## src/hdl/apd_pkg.sv

```systemverilog
package apd_pkg;
  localparam logic [4:0] EDGE_DOWN_MIN = 5'h02; // earliest count that powers down
  localparam logic [4:0] EDGE_WAKE = 5'h0a;     // count that commits mode
  localparam logic [4:0] EDGE_FRAME = 5'h10;    // count that ends a frame
  localparam logic [4:0] EDGE_TRACK = 5'h0d;    // falling edges before track resumes
  localparam logic [4:0] EDGE_NONE = 5'h00; // count just after select fall
  localparam logic [4:0] EDGE_SAT = 5'h1f; // count saturates here
  localparam logic [4:0] EDGE_LEAD = 5'h03; // falls that still carry leading zeros
  localparam int RESULT_MSB = 11; // top bit of the result word
  localparam logic [1:0] BOOT_IDLE = 2'h0; // strap wait count after reset
  localparam logic [1:0] BOOT_SETTLE = 2'h2; // strap flops filled
  localparam logic [11:0] RESULT_ZERO = 12'h000;

  typedef enum logic [3:0] {
    APD_NORMAL = 4'b0001,
    APD_DOWN = 4'b0010,
    APD_WAKING = 4'b0100,
    APD_WARM = 4'b1000
  } apd_mode_e;

  // sampled link pins after the synchroniser
  typedef struct packed {
    logic sel_n;
    logic sclk;
  } apd_link_s;

  // status seen by the analog wrapper
  typedef struct packed {
    logic powered;
    logic hold;
    logic result_valid;
  } apd_stat_s;
endpackage

```

## src/hdl/apd_sync.sv

```systemverilog
`timescale 1ns/1ps
// two-flop synchroniser for the link pins
module apd_sync (
  input wire logic ref_clk, // system clock
  input wire logic arst_n, // async reset
  input wire apd_pkg::apd_link_s pin_in, // raw pins
  output apd_pkg::apd_link_s pin_out // synchronised pins
);
  apd_pkg::apd_link_s stage1;

  // first stage feeds only the second
  always_ff @(posedge ref_clk or negedge arst_n) begin
    if (!arst_n) begin
      stage1 <= '{sel_n: 1'b1, sclk: 1'b1};
      pin_out <= '{sel_n: 1'b1, sclk: 1'b1};
    end else begin
      stage1 <= pin_in;
      pin_out <= stage1;
    end
  end
endmodule // apd_sync

```

## src/hdl/apd_seq.sv

```systemverilog
`timescale 1ns/1ps
module apd_seq (
  input wire logic ref_clk, // 40 MHz system clock
  input wire logic arst_n, // async reset, active low
  input wire logic sel_n, // select pin, active low
  input wire logic sclk, // serial clock pin
  input wire logic boot_down, // strap: come up powered down
  input wire logic [11:0] conv_result, // result from analog core
  output logic serial_result_out, // serial data out
  output logic serial_result_oe, // high while data driven
  output logic analog_powered, // analog supply enable
  output logic track_hold, // high while in hold
  output logic conv_start, // pulse: sample and convert
  output logic result_valid // current frame carries valid data
);
  apd_pkg::apd_link_s pins_raw;
  apd_pkg::apd_link_s link;
  apd_pkg::apd_mode_e mode;
  logic sel_d, sclk_d, in_frame, boot_done;
  logic boot_meta, boot_sync;
  logic [1:0] boot_wait;
  logic [4:0] edges;
  logic [11:0] shreg;
  logic sel_fall, sel_rise, sclk_fall, sclk_rise;

  // count lies in the power-down window: two falls at least, short of the tenth
  function automatic logic in_down_window(input logic [4:0] count);
    logic above_min;
    logic below_wake;
    above_min = (count >= apd_pkg::EDGE_DOWN_MIN);
    below_wake = (count < apd_pkg::EDGE_WAKE);
    in_down_window = above_min && below_wake;
  endfunction

  // select rising at this count is too early to commit a wake-up
  function automatic logic before_wake(input logic [4:0] count);
    before_wake = (count < apd_pkg::EDGE_WAKE);
  endfunction

  // count has reached the end of a full frame
  function automatic logic frame_full(input logic [4:0] count);
    frame_full = (count >= apd_pkg::EDGE_FRAME);
  endfunction

  // the sixteenth fall arrives while the count still shows fifteen
  function automatic logic last_fall(input logic [4:0] count);
    last_fall = (count == apd_pkg::EDGE_FRAME - 5'h01);
  endfunction

  // raw pins bundled for the synchroniser
  assign pins_raw.sel_n = sel_n;
  assign pins_raw.sclk = sclk;

  // both link pins cross together, so their relative order is kept
  apd_sync u_sync (
    .ref_clk(ref_clk),
    .arst_n(arst_n),
    .pin_in(pins_raw),
    .pin_out(link)
  );

  // strap pin is asynchronous too, so it gets two flops of its own
  always_ff @(posedge ref_clk or negedge arst_n) begin
    if (!arst_n) begin
      boot_meta <= 1'b0;
      boot_sync <= 1'b0;
    end else begin
      boot_meta <= boot_down;
      boot_sync <= boot_meta;
    end
  end

  // the mode is taken only once the strap flops hold the pin level
  always_ff @(posedge ref_clk or negedge arst_n) begin
    if (!arst_n) begin
      boot_wait <= apd_pkg::BOOT_IDLE;
    end else if (boot_wait != apd_pkg::BOOT_SETTLE) begin
      boot_wait <= boot_wait + 2'h1;
    end
  end

  // edge detectors read only the second stage
  always_ff @(posedge ref_clk or negedge arst_n) begin
    if (!arst_n) begin
      sel_d <= 1'b1;
      sclk_d <= 1'b1;
    end else begin
      sel_d <= link.sel_n;
      sclk_d <= link.sclk;
    end
  end
  // serial clock edges count only while select is low
  assign sel_fall = sel_d & ~link.sel_n;
  assign sel_rise = ~sel_d & link.sel_n;
  assign sclk_fall = sclk_d & ~link.sclk & ~link.sel_n;
  assign sclk_rise = ~sclk_d & link.sclk & ~link.sel_n;

  // falling-edge counter, cleared at each select fall
  always_ff @(posedge ref_clk or negedge arst_n) begin
    if (!arst_n) begin
      edges <= apd_pkg::EDGE_NONE;
    end else if (sel_fall) begin
      edges <= apd_pkg::EDGE_NONE;
    end else if (sclk_fall && edges != apd_pkg::EDGE_SAT) begin
      // saturate so a long burst cannot wrap back into the power-down window
      edges <= edges + 5'h01;
    end
  end

  // mode machine; strap caught once after reset release, the mode is arbitrary to host
  always_ff @(posedge ref_clk or negedge arst_n) begin
    if (!arst_n) begin
      mode <= apd_pkg::APD_NORMAL;
      boot_done <= 1'b0;
    end else if (!boot_done) begin
      if (boot_wait == apd_pkg::BOOT_SETTLE) begin
        boot_done <= 1'b1;
        mode <= boot_sync ? apd_pkg::APD_DOWN : apd_pkg::APD_NORMAL;
      end
    end else begin
      case (mode)
        apd_pkg::APD_NORMAL: begin
          // below two edges is a glitch and is ignored
          if (sel_rise && in_down_window(edges)) begin
            mode <= apd_pkg::APD_DOWN;
          end
        end
        apd_pkg::APD_DOWN: begin
          // only a select fall can start a wake-up
          if (sel_fall) begin
            mode <= apd_pkg::APD_WAKING;
          end
        end
        apd_pkg::APD_WAKING: begin
          // the tenth fall commits the wake, an earlier release drops it
          if (sel_rise && before_wake(edges)) begin
            mode <= apd_pkg::APD_DOWN;
          end else if (!before_wake(edges)) begin
            mode <= apd_pkg::APD_WARM;
          end
        end
        apd_pkg::APD_WARM: begin
          // dummy frame finishes at sixteen edges or select rise
          if (sel_rise || frame_full(edges)) begin
            mode <= apd_pkg::APD_NORMAL;
          end
        end
        default: mode <= apd_pkg::APD_NORMAL;
      endcase
    end
  end

  // waking already draws supply, so only the down mode switches it off
  assign analog_powered = (mode != apd_pkg::APD_DOWN);

  // frame tracking and output enable
  always_ff @(posedge ref_clk or negedge arst_n) begin
    if (!arst_n) begin
      in_frame <= 1'b0;
    end else if (sel_fall) begin
      in_frame <= 1'b1;
    end else if (sel_rise) begin
      in_frame <= 1'b0;
    end else if (sclk_fall && last_fall(edges)) begin
      in_frame <= 1'b0;
    end
  end
  assign serial_result_oe = in_frame;

  // result flag: a frame begun before full power carries no usable result
  always_ff @(posedge ref_clk or negedge arst_n) begin
    if (!arst_n) begin
      result_valid <= 1'b0;
    end else if (sel_fall) begin
      result_valid <= (mode == apd_pkg::APD_NORMAL);
    end
  end

  // conversion start is a handshake pulse, so it stays combinational
  assign conv_start = sel_fall & (mode == apd_pkg::APD_NORMAL);

  // track-and-hold: tracks at power-up, even when strapped down; holds while down after a frame
  always_ff @(posedge ref_clk or negedge arst_n) begin
    if (!arst_n) begin
      track_hold <= 1'b0;
    end else if (sel_fall) begin
      track_hold <= 1'b1;
    end else if (mode == apd_pkg::APD_WAKING && (sclk_fall || sclk_rise)) begin
      track_hold <= 1'b0;
    end else if (mode == apd_pkg::APD_NORMAL && sclk_rise && edges >= apd_pkg::EDGE_TRACK) begin
      track_hold <= 1'b0;
    end else if (sel_rise && mode == apd_pkg::APD_WAKING && before_wake(edges)) begin
      // back to hold only on a fall back to down; a committed wake keeps tracking
      track_hold <= 1'b1;
    end
  end

  // result register: loaded at select fall, shifted once the leading zeros are out
  always_ff @(posedge ref_clk or negedge arst_n) begin
    if (!arst_n) begin
      shreg <= apd_pkg::RESULT_ZERO;
    end else if (sel_fall) begin
      shreg <= conv_result;
    end else if (sclk_fall && edges >= apd_pkg::EDGE_LEAD) begin
      shreg <= {shreg[apd_pkg::RESULT_MSB - 1:0], 1'b0};
    end
  end

  // data pin: first zero at select fall, three more zeros, then msb first
  always_ff @(posedge ref_clk or negedge arst_n) begin
    if (!arst_n) begin
      serial_result_out <= 1'b0;
    end else if (sel_fall) begin
      serial_result_out <= 1'b0;
    end else if (sclk_fall) begin
      if (edges < apd_pkg::EDGE_LEAD) begin
        serial_result_out <= 1'b0;
      end else begin
        serial_result_out <= shreg[apd_pkg::RESULT_MSB];
      end
    end
  end
endmodule // apd_seq

```

## config.mk

```make
export PLATFORM = sky130hd
export DESIGN_NAME = apd_seq
export DESIGN_NICKNAME = d
export VERILOG_FILES = /design/src/hdl/apd_pkg.sv /design/src/hdl/apd_sync.sv /design/src/hdl/apd_seq.sv
export SDC_FILE = /design/constraint.sdc
export NUM_CORES = 1
export LEC_CHECK = 0
export ABC_CLOCK_PERIOD_IN_PS = 2900
export BUFFER_PORTS_ARGS = -buffer_cell sky130_fd_sc_hd__buf_2
export CORE_MARGIN = 4
export CORE_UTILIZATION = 30
export CTS_BUF_LIST = sky130_fd_sc_hd__clkbuf_4
export DETAILED_ROUTE_END_ITERATION = 6
export PLACE_DENSITY = 0.58
export SYNTH_ARGS = -nofsm -noshare
export SYNTH_HDL_FRONTEND = slang
export SYNTH_HIERARCHICAL = 1
export SYNTH_SLANG_ARGS = --single-unit
```

## constraint.sdc

```tcl
create_clock -name ref_clk -period 2.9 [get_ports ref_clk]
set_input_delay 0.435 -clock ref_clk [delete_from_list [all_inputs] [get_ports ref_clk]]
set_output_delay 0.435 -clock ref_clk [all_outputs]
set_load 0.005 [all_outputs]
```

==> impl_metrics.toml, run 1 <==
[run_status]
outcome = "completed"

[synth]
synthMuxAreaShare = 0.0821
synth_edf_count = 0
yosysWarningCount = 6
synthAdderAreaFrac = 0.0576
synthArstFlopShare = 1.00
synth_nets = 183
synth-simple-area-share = 0.148
synth-compound-area-share = 0.130
yosysUniqueCellTypes = 41
synth_ff_type = "dfrtp_1"
synth-xor-area-share = 0.0202
synth_top_family_by_area = "simple AND/OR/NAND/NOR gates"
syn_inst = 158
synth_seq_cells = 36
netlist_area_um2 = 1740
ys_seq_area_frac = 0.524
syn_area_per_cell_um2 = 11.0

[clocking]
clk_pin_slew_ns = 0.11
ctsHoldBuffers = 0
cts_root_buf = "clkbuf_4"
post_cts_buffers = 0
cts_resized = 0
clock_path_buffers = 2
htreeDepth = 2
cts_buffers = 5
clock_latency_ns = 0.33
cts_sinks = 36
tritoncts = "done"

[setup_path]
crit_path_max_fanout = 7
worst_setup_path_end_kind = "flop"
cp_common_cell = "ha_1"
cpPeakStageDelay_ns = 0.57
critPathArrivalTime_ns = 2.45
crit_chain = "ha_1 > and3_1 > ha_1 > nor4b_2 > nand4_1 > xor2_1 > nor2_1"
cp-start-kind = "flop"
worstSetupPathType = "reg2reg"
critPathSlowestCell = "nor4b_2"
worst_ep_required_time_ns = 3.12

[layout]
final_nets = 208
num_antenna_cells = 0
nFillCells = 566
regArea_um2 = 910
syn_to_final_growth_pct = 13.7
drive_gt1_frac = 0.234
multi_input_area_um2 = 759

[timing]
relSlewSlack = 0.480
hold_viol = 0
worst_slew_pin_slew_ns = 0.780
period_minus_slack_ns = 2.23
setup_viol = 0
worst_clock_skew_ns = 0.00953
rsz0062_at_grt = "no"
fmax_ghz = 0.448
fin_crit_sh = 0.770
finalWorstSetupSlack_ns = 0.666
setup_tns_ns = 0
drv_slew = 0

[floorplan]
start_util = 0.312
io_pins = 23
die_area_um2 = 7070
die_w_um = 84.1
core_area_um2 = 5570
fp-row-count = 27
dieHeight_um = 84.1

[power_and_ir_drop]
vdd_drop_max_mv = 0.327
power_mw = 1.21
leakage_nw = 0.950
powerDensity_nw_per_um2 = 610

[global_routing]
antenna_found_initial = 0
grt_max_degree = 37
grt-ovfl-total = 0
grt_usage = 0.0943
first_global_vias = 1173
grt_pass1_wl_um = 5410

[drt]
wl_um = 3040
first_iter_violations = 27
viasPerCell = 4.66
route.detailed.drc = 0
firstDrtPassIters = 4
drt-wirelength-per-cell_um = 11.9
vias = 1193
antenna_left = 0

[place]
dp_hpwl_um = 2120
gp_congestion = 0.789
io_buffers = 22
place_ws_ns = 0.697

[job]
cap_viol_max_count = 0

[hold_path]
hp-class = "in2async"
## cells in the mapped netlist (2+ instances only)
cell type,instances,share of area
a211oi_1,2,0.0086
a21oi_1,2,0.0058
and2_1,2,0.0072
clkbuf_1,4,0.0086
dfrtp_1,29,0.42
dfstp_2,7,0.11
ha_1,8,0.058
inv_1,11,0.024
mux2i_1,12,0.069
nand2_1,18,0.039
nand2b_1,3,0.011
nor2_1,8,0.017
nor2b_1,3,0.011
nor3b_1,2,0.0086
nor4b_1,2,0.010
nor4b_2,3,0.026
o211ai_1,2,0.0086
o21ai_0,2,0.0058
o21ai_1,13,0.037
o22ai_1,2,0.0072
xnor2_1,2,0.010
xor2_1,2,0.010
## critical path, delay by kind of cell, from the launching register on
| kind | cells | cell delay [ns] |
|---|---|---|
| XOR/XNOR | 1 | 0.15 |
| AND/OR/NAND/NOR | 4 | 1.02 |
| flip-flops | 1 | 0.48 |
| adder cells (fa/ha/maj) | 2 | 0.46 |
## layout by cell type, fill, tap and decap left out, drive strengths merged, types with 2 or more instances in the layout
cell    Yosys  layout
dfstp       7       7
nand2b      3       3
o21ai      16      16
xor2        2       2
nor4b       5       5
nor3b       2       2
a21oi       2       2
a211oi      2       2
mux2i      12      12
inv        11      11
xnor2       2       2
clkbuf      4       7
nor2        8       8
nor2b       3       3
nand2      18      18
mux2        2       2
ha          8       8
o22ai       2       2
and2        2       2
o211ai      2       2
dfrtp      29      29
buf         1      23
## power breakdown
part	internal (mW)	switching, mW	total [mW]
registers	0.583	0.0702	0.653
logic	0.147	0.137	0.285
clock network	0.112	0.155	0.267
## sequential cells by signal (all words and copies together) (netlist names), 2 cells and up
signal,cells
boot_wait,2
edges,5
u_sync/stage1,2
u_sync/pin_out,2
shreg,12
mode,4
## per-stage QoR
stage	hold slack (ns)	area, um^2	instances	util
after floorplan	0.139	1740	158	-
after global placement	0.341	1920	248	0.344
after detailed placement	0.346	1920	248	0.344
after CTS	0.173	1970	256	0.354
after global routing	0.171	1970	256	0.354
final	0.166	1970	256	0.354
## worst paths after layout
check,start,endpoint,slack (ns),cells after the start
hold reg to reg,boot_meta$_DFF_PN0_,boot_sync$_DFF_PN0_,0.35,0
min in group ref_clk,sel_n,u_sync/stage1[1]$_DFF_PN1_,0.20,1
hold / removal,arst_n,result_valid$_DFFE_PN0P_,0.17,1
setup / recovery,edges[0]$_DFFE_PN0P_,edges[3]$_DFFE_PN0P_,0.67,7
max in group asynchronous,arst_n,serial_result_oe$_DFFE_PN0P_,2.23,1
setup reg to reg,edges[0]$_DFFE_PN0P_,edges[3]$_DFFE_PN0P_,0.67,7
## final cells by class
| class | instances | area share |
|---|---|---|
| flip-flops and latches | 36 | 0.461 |
| multi-input cells | 106 | 0.385 |
| repair buffers | 23 | 0.0596 |
| well taps | 72 | 0.0456 |
| clock buffers | 7 | 0.0266 |
| inverters | 11 | 0.0209 |
| clock inverters | 1 | 0.00190 |
## routing by layer
layer	track usage	vias to the layer above	wire (um)
met5	0	-	0
met4	0.0570	0	86
met3	0.0188	5	91
met2	0.149	17	1360
met1	0.118	568	1500
li1	-	603	-
## logic make-up after synthesis
family	after synthesis
AOI/OAI and AO/OA	34
xor gates and xnor gates	4
adders and majority gates	8
buffers and inverters	16
DFF	36
muxes	14
and+or+nand+nor	46
Power figures use the tool's default switching activity.
==> run 2: changes to the inputs <==
ABC_CLOCK_PERIOD_IN_PS = 2250   (was 2900)
clock period = 2.25 ns   (was 2.9 ns; I/O delays follow)
==> run 2 against run 1 <==
  * Cell area grew 1.1%
  * Setup slack lost 0.44 ns
  * Sequential power grew 29%
  * First-iteration DRC count grew 89%
  * Final cell count grew 0.78%
  * Flip-flop and latch count is the same
  * Combinational power grew 34%
  * Non-clock buffer count grew 2
  * Routed wire length grew 1.5%
  * Critical endpoint is now shreg[11]$_DFFE_PN0P_
  * Largest cell class unchanged
  * Core utilization grew 0.38 points
  * Clock skew shrank 0.00059 ns
==> impl_metrics.toml, run 2 (same netlist as run 1, synthesis figures left out) <==
[clocking]
ctsHoldBuffers = 0
clock_latency_ns = 0.33
cts_buffers = 5
htreeDepth = 2
post_cts_buffers = 0
cts_root_buf = "clkbuf_4"
cts_sinks = 36
cts_resized = 0
tritoncts = "done"
clk_pin_slew_ns = 0.10
clock_path_buffers = 2

[setup_path]
crit_path_max_fanout = 12
worst_setup_path_end_kind = "flop"
cpPeakStageDelay_ns = 0.60
worstSetupPathType = "reg2reg"
worst_ep_required_time_ns = 2.46
critPathSlowestCell = "o21ai_2"
rrSetupSlack_ns = 0.23
cp-start-kind = "flop"
critPathArrivalTime_ns = 2.24
crit_chain = "a2111o_1 > o21ai_2 > mux2i_1 > o21ai_1"

[floorplan]
core_area_um2 = 5570
die_area_um2 = 7070
start_util = 0.312
die_w_um = 84.1
fp-row-count = 27
io_pins = 23
dieHeight_um = 84.1

[place]
dp_hpwl_um = 2150
place_ws_ns = 0.241
io_buffers = 22
gp_congestion = 0.780

[timing]
finalWorstSetupSlack_ns = 0.226
relSlewSlack = 0.474
worst_slew_pin_slew_ns = 0.790
fmax_ghz = 0.494
drv_slew = 0
setup_viol = 0
rsz0062_at_grt = "no"
period_minus_slack_ns = 2.02
hold_viol = 0
fin_crit_sh = 0.900
setup_tns_ns = 0
worst_clock_skew_ns = 0.00893

[power_and_ir_drop]
leakage_nw = 0.962
vdd_drop_max_mv = 0.413
powerDensity_nw_per_um2 = 787

[layout]
layout_commonest_cell = "dfrtp_1"
final_nets = 210
largest-register = "shreg"
num_antenna_cells = 0
largest_reg_flops = 12
drive_gt1_frac = 0.247
top_regs = "shreg: 12 flops, edges: 5 flops, mode: 4 flops"
mostFrequentLayoutCells = "dfrtp_1, buf_2, nand2_1, o21ai_1, mux2i_1"
syn_to_final_growth_pct = 14.9

[drt]
route.detailed.drc = 0
drt-wirelength-per-cell_um = 12.0
firstDrtPassIters = 4
vias = 1191
wl_um = 3090
viasPerCell = 4.62
first_iter_violations = 51
antenna_left = 0

[global_routing]
grt-ovfl-total = 0
grt_usage = 0.0960
grt_max_degree = 37
antenna_found_initial = 0
first_global_vias = 1189
grt_pass1_wl_um = 5540

[hold_path]
hp-class = "in2async"

[job]
cap_viol_max_count = 0

[run_status]
outcome = "completed"
run 2: metrics by stage:
step | instance area, um^2 | std cells | util | hold WS, ns | total power, mW
floorplan | 1740 | 158 | - | 0.0419 | 1.11
global placement | 1930 | 250 | 0.347 | 0.340 | 1.23
detailed placement | 1930 | 250 | 0.347 | 0.347 | 1.23
CTS | 1990 | 258 | 0.357 | 0.0754 | 1.59
global route | 2000 | 258 | 0.358 | 0.0691 | 1.69
finish | 2000 | 258 | 0.358 | 0.0830 | 1.57
run 2: worst max-delay path: cells and delay by family, from the launching register on:
kind           cells  cell delay, ns
AO/OA/AOI/OAI      3            1.15
flip-flops         1            0.49
multiplexers       1            0.27
run 2: final cells by class:
| cell class | instances | area [um^2] |
|---|---|---|
| fillers | 573 | 3580 |
| flip-flops and latches | 36 | 910 |
| multi-input cells | 106 | 766 |
| repair buffers | 25 | 133 |
| well taps | 72 | 90.1 |
| clock buffers | 7 | 52.6 |
| inverters | 11 | 41.3 |
| clock inverters | 1 | 3.75 |
run 2: worst paths after layout:
check,startpoint,to,cells past startpoint
hold / removal,arst_n,result_valid$_DFFE_PN0P_,1
setup / recovery,edges[1]$_DFFE_PN0P_,shreg[11]$_DFFE_PN0P_,4
setup reg to reg,edges[1]$_DFFE_PN0P_,shreg[11]$_DFFE_PN0P_,4
min in group ref_clk,sel_n,u_sync/stage1[1]$_DFF_PN1_,1
max in group asynchronous,arst_n,boot_wait[1]$_DFFE_PN0N_,1
hold reg to reg,u_sync/stage1[1]$_DFF_PN1_,u_sync/pin_out[1]$_DFF_PN1_,0
run 2: report_power, final:
part / switching, mW / internal [mW]
clock network: 0.199 / 0.144
registers: 0.0914 / 0.752
logic: 0.184 / 0.199
total: 0.475 / 1.09
run 2: routing by layer:
layer / vias up / wire [um] / track usage
li1: 606 / - / -
met1: 557 / 1470 / 0.129
met2: 22 / 1430 / 0.144
met3: 6 / 105 / 0.0178
met4: 0 / 82 / 0.0526
met5: - / 0 / 0
==> run 3: changes to the inputs <==
RECOVER_POWER = 100   (was not set)
SYNTH_HIERARCHICAL = not set   (was 1)
==> run 3 against run 2 <==
  * Clock power shrank 4%
  * Critical path depth shrank 1
  * Final cell count is the same
  * Synthesized cell count is the same
  * Critical endpoint is now conv_start
  * Cell area shrank 1.3%
  * Synthesized area is the same
  * Flip-flop and latch count is the same
  * Largest cell class unchanged
  * The run now ends with max-capacitance violations, max-slew violations left
  * Setup slack lost 0.062 ns
  * Clock skew shrank 0.00052 ns
  * Combinational power shrank 4%
==> impl_metrics.toml, run 3 <==
[setup_path]
critPathArrivalTime_ns = 1.75
worst_ep_required_time_ns = 1.91
crit_path_max_fanout = 7
critPathSlowestCell = "dfstp_2"
r2r-start = "edges[0]$_DFFE_PN0P_"
rrSetupSlack_ns = 0.21
worst_setup_path_end_kind = "output pin"
worstSetupPathType = "reg2out"
cp-start-kind = "flop"
startpoint = "mode[0]$_DFFE_PN1P_"
cpPeakStageDelay_ns = 0.61
r2r_cells = 8
crit_chain = "nor4b_1 > and2_1 > buf_2"
worst_r2r_endpoint = "edges[3]$_DFFE_PN0P_"

[run_status]
violations = "max-capacitance violations, max-slew violations"
outcome = "complete, but fails checks"

[clocking]
post_cts_buffers = 0
cts_root_buf = "clkbuf_4"
clock_latency_ns = 0.33
tritoncts = "done"
clk_pin_slew_ns = 0.10
htreeDepth = 2
clock_path_buffers = 2
ctsHoldBuffers = 0
cts_buffers = 5
cts_sinks = 36
cts_resized = 0

[power_and_ir_drop]
powerDensity_nw_per_um2 = 779
vdd_drop_max_mv = 0.350
internal_power_mw = 1.06
combPwrFrac = 0.240
swShare = 0.307
power_frac_clock = 0.216
leakage_nw = 0.942
p_sw_mw = 0.471
p_seq_frac = 0.544

[timing]
hold_viol = 0
worst_slew_pin_slew_ns = 1.93
fmax_ghz = 0.479
setup_tns_ns = 0
period_minus_slack_ns = 2.09
relSlewSlack = -0.286
whs_ns = 0.0974
rsz0062_at_grt = "no"
fin_crit_sh = 0.927
drv_slew = 37
worst_clock_skew_ns = 0.00842
setup_viol = 0

[layout]
regArea_um2 = 910
nFillCells = 568
top_regs = "shreg: 12 flops, edges: 5 flops, mode: 4 flops"
mostFrequentLayoutCells = "dfrtp_1, buf_2, nand2_1, o21ai_0, mux2i_1"
layout_commonest_cell = "dfrtp_1"
final_nets = 210
multi_input_area_um2 = 747
final-instance-count-excl-fill = 258
num_antenna_cells = 0
fin_util = 0.353
largest-register = "shreg"
syn_to_final_growth_pct = 13.4
largest_reg_flops = 12
drive_gt1_frac = 0.194

[synth]
syn_inst = 158
ys_seq_area_frac = 0.524
synth_ff_type = "dfrtp_1"
netlist_area_um2 = 1740
netlist.area_leader.share = 0.418
synth_edf_count = 0
syn_area_per_cell_um2 = 11.0
yosysWarningCount = 0
synthArstFlopShare = 1.00
yosysUniqueCellTypes = 41
synth_nets = 183
synth_area_leader_cell = "dfrtp_1"
synth_seq_cells = 36
synth_commonest_cells = "dfrtp_1, nand2_1, o21ai_1"
synth_most_common_cell = "dfrtp_1"
synth.area.top_cells = "dfrtp_1, dfstp_2, mux2i_1"

[global_routing]
first_global_vias = 1153
grt_usage = 0.0967
grt_max_degree = 37
grt-ovfl-total = 0
antenna_found_initial = 0
grt_pass1_wl_um = 5490

[place]
dp_cells = 250
dp_hpwl_um = 2220
gp_congestion = 0.773
io_buffers = 22

[drt]
viasPerCell = 4.67
first_iter_violations = 59
antenna_left = 0
vias = 1205
route.detailed.drc = 0
firstDrtPassIters = 4
drt-wirelength-per-cell_um = 12.3
wl_um = 3180

[floorplan]
fp-row-count = 27
die_w_um = 84.1
core_area_um2 = 5570
dieHeight_um = 84.1
io_pins = 23
start_util = 0.312
die_area_um2 = 7070

[job]
cap_viol_max_count = 1

[hold_path]
worstHoldEndpoint = "u_sync.stage1[1]$_DFF_PN1_"
min_from = "sel_n"
hold_depth = 1
hp-class = "in2reg"
[run 3: kinds of logic after synthesis]
family | after synthesis | synth area share
muxes | 14 | 0.0821
DFF | 36 | 0.524
buffers and inverters | 16 | 0.0389
and+or+nand+nor | 46 | 0.148
xor gates and xnor gates | 4 | 0.0202
AOI/OAI and AO/OA | 34 | 0.130
adders and majority gates | 8 | 0.0576
[run 3: how the worst max path moves through the flow]
| stage | endpoint | slack [ns] | cells after the start |
|---|---|---|---|
| finish | conv_start | 0.16 | 3 |
| global route | conv_start | 0.02 | 3 |
| CTS | conv_start | 0.12 | 3 |
| detailed placement | shreg[1]$_DFFE_PN0P_ | 0.22 | 4 |
| global placement | shreg[10]$_DFFE_PN0P_ | 0.26 | 4 |
| floorplan | edges[3]$_DFFE_PN0P_ | 0.25 | 7 |
[run 3: power by group through the flow]
stage                     Clock, mW  Sequential (mW)  Combinational (mW)
after floorplan                   0            0.834               0.275
after global placement            0            0.851               0.378
after detailed placement          0            0.853               0.384
after CTS                     0.353            0.841               0.385
after global routing          0.383            0.850               0.410
final                         0.331            0.835               0.369
[run 3: per-layer routing]
metal  up-vias  global-route usage  share of wire
li1        611                   -              -
met2        19               0.147           0.46
met1       571               0.124           0.49
met3         4              0.0207          0.027
met4         0              0.0599          0.022
met5         -                   0              0
[run 3: stage by stage]
stage          setup slack [ns]  total power [mW]  instance area, um^2
2_1_floorplan             0.250              1.11                 1740
5_1_grt                  0.0208              1.64                 1970
6_report                  0.164              1.53                 1970
3_5_place_dp              0.224              1.24                 1930
4_1_cts                   0.115              1.58                 1990
3_3_place_gp              0.258              1.23                 1930
[run 3: area by class of cell]
type | count | share of cell area
Tap cell | 72 | 0.0457
Multi-Input combinational cell | 106 | 0.379
Inverter | 11 | 0.0210
Clock inverter | 2 | 0.00381
Clock buffer | 6 | 0.0229
Sequential cell | 36 | 0.462
Timing Repair Buffer | 25 | 0.0654
[run 3: worst max-delay path: cells and delay by family, from the launching register on]
kind	cells	cell delay, ns
flip-flops	1	0.61
AND/OR/NAND/NOR	2	0.69
buffers and inverters	1	0.12
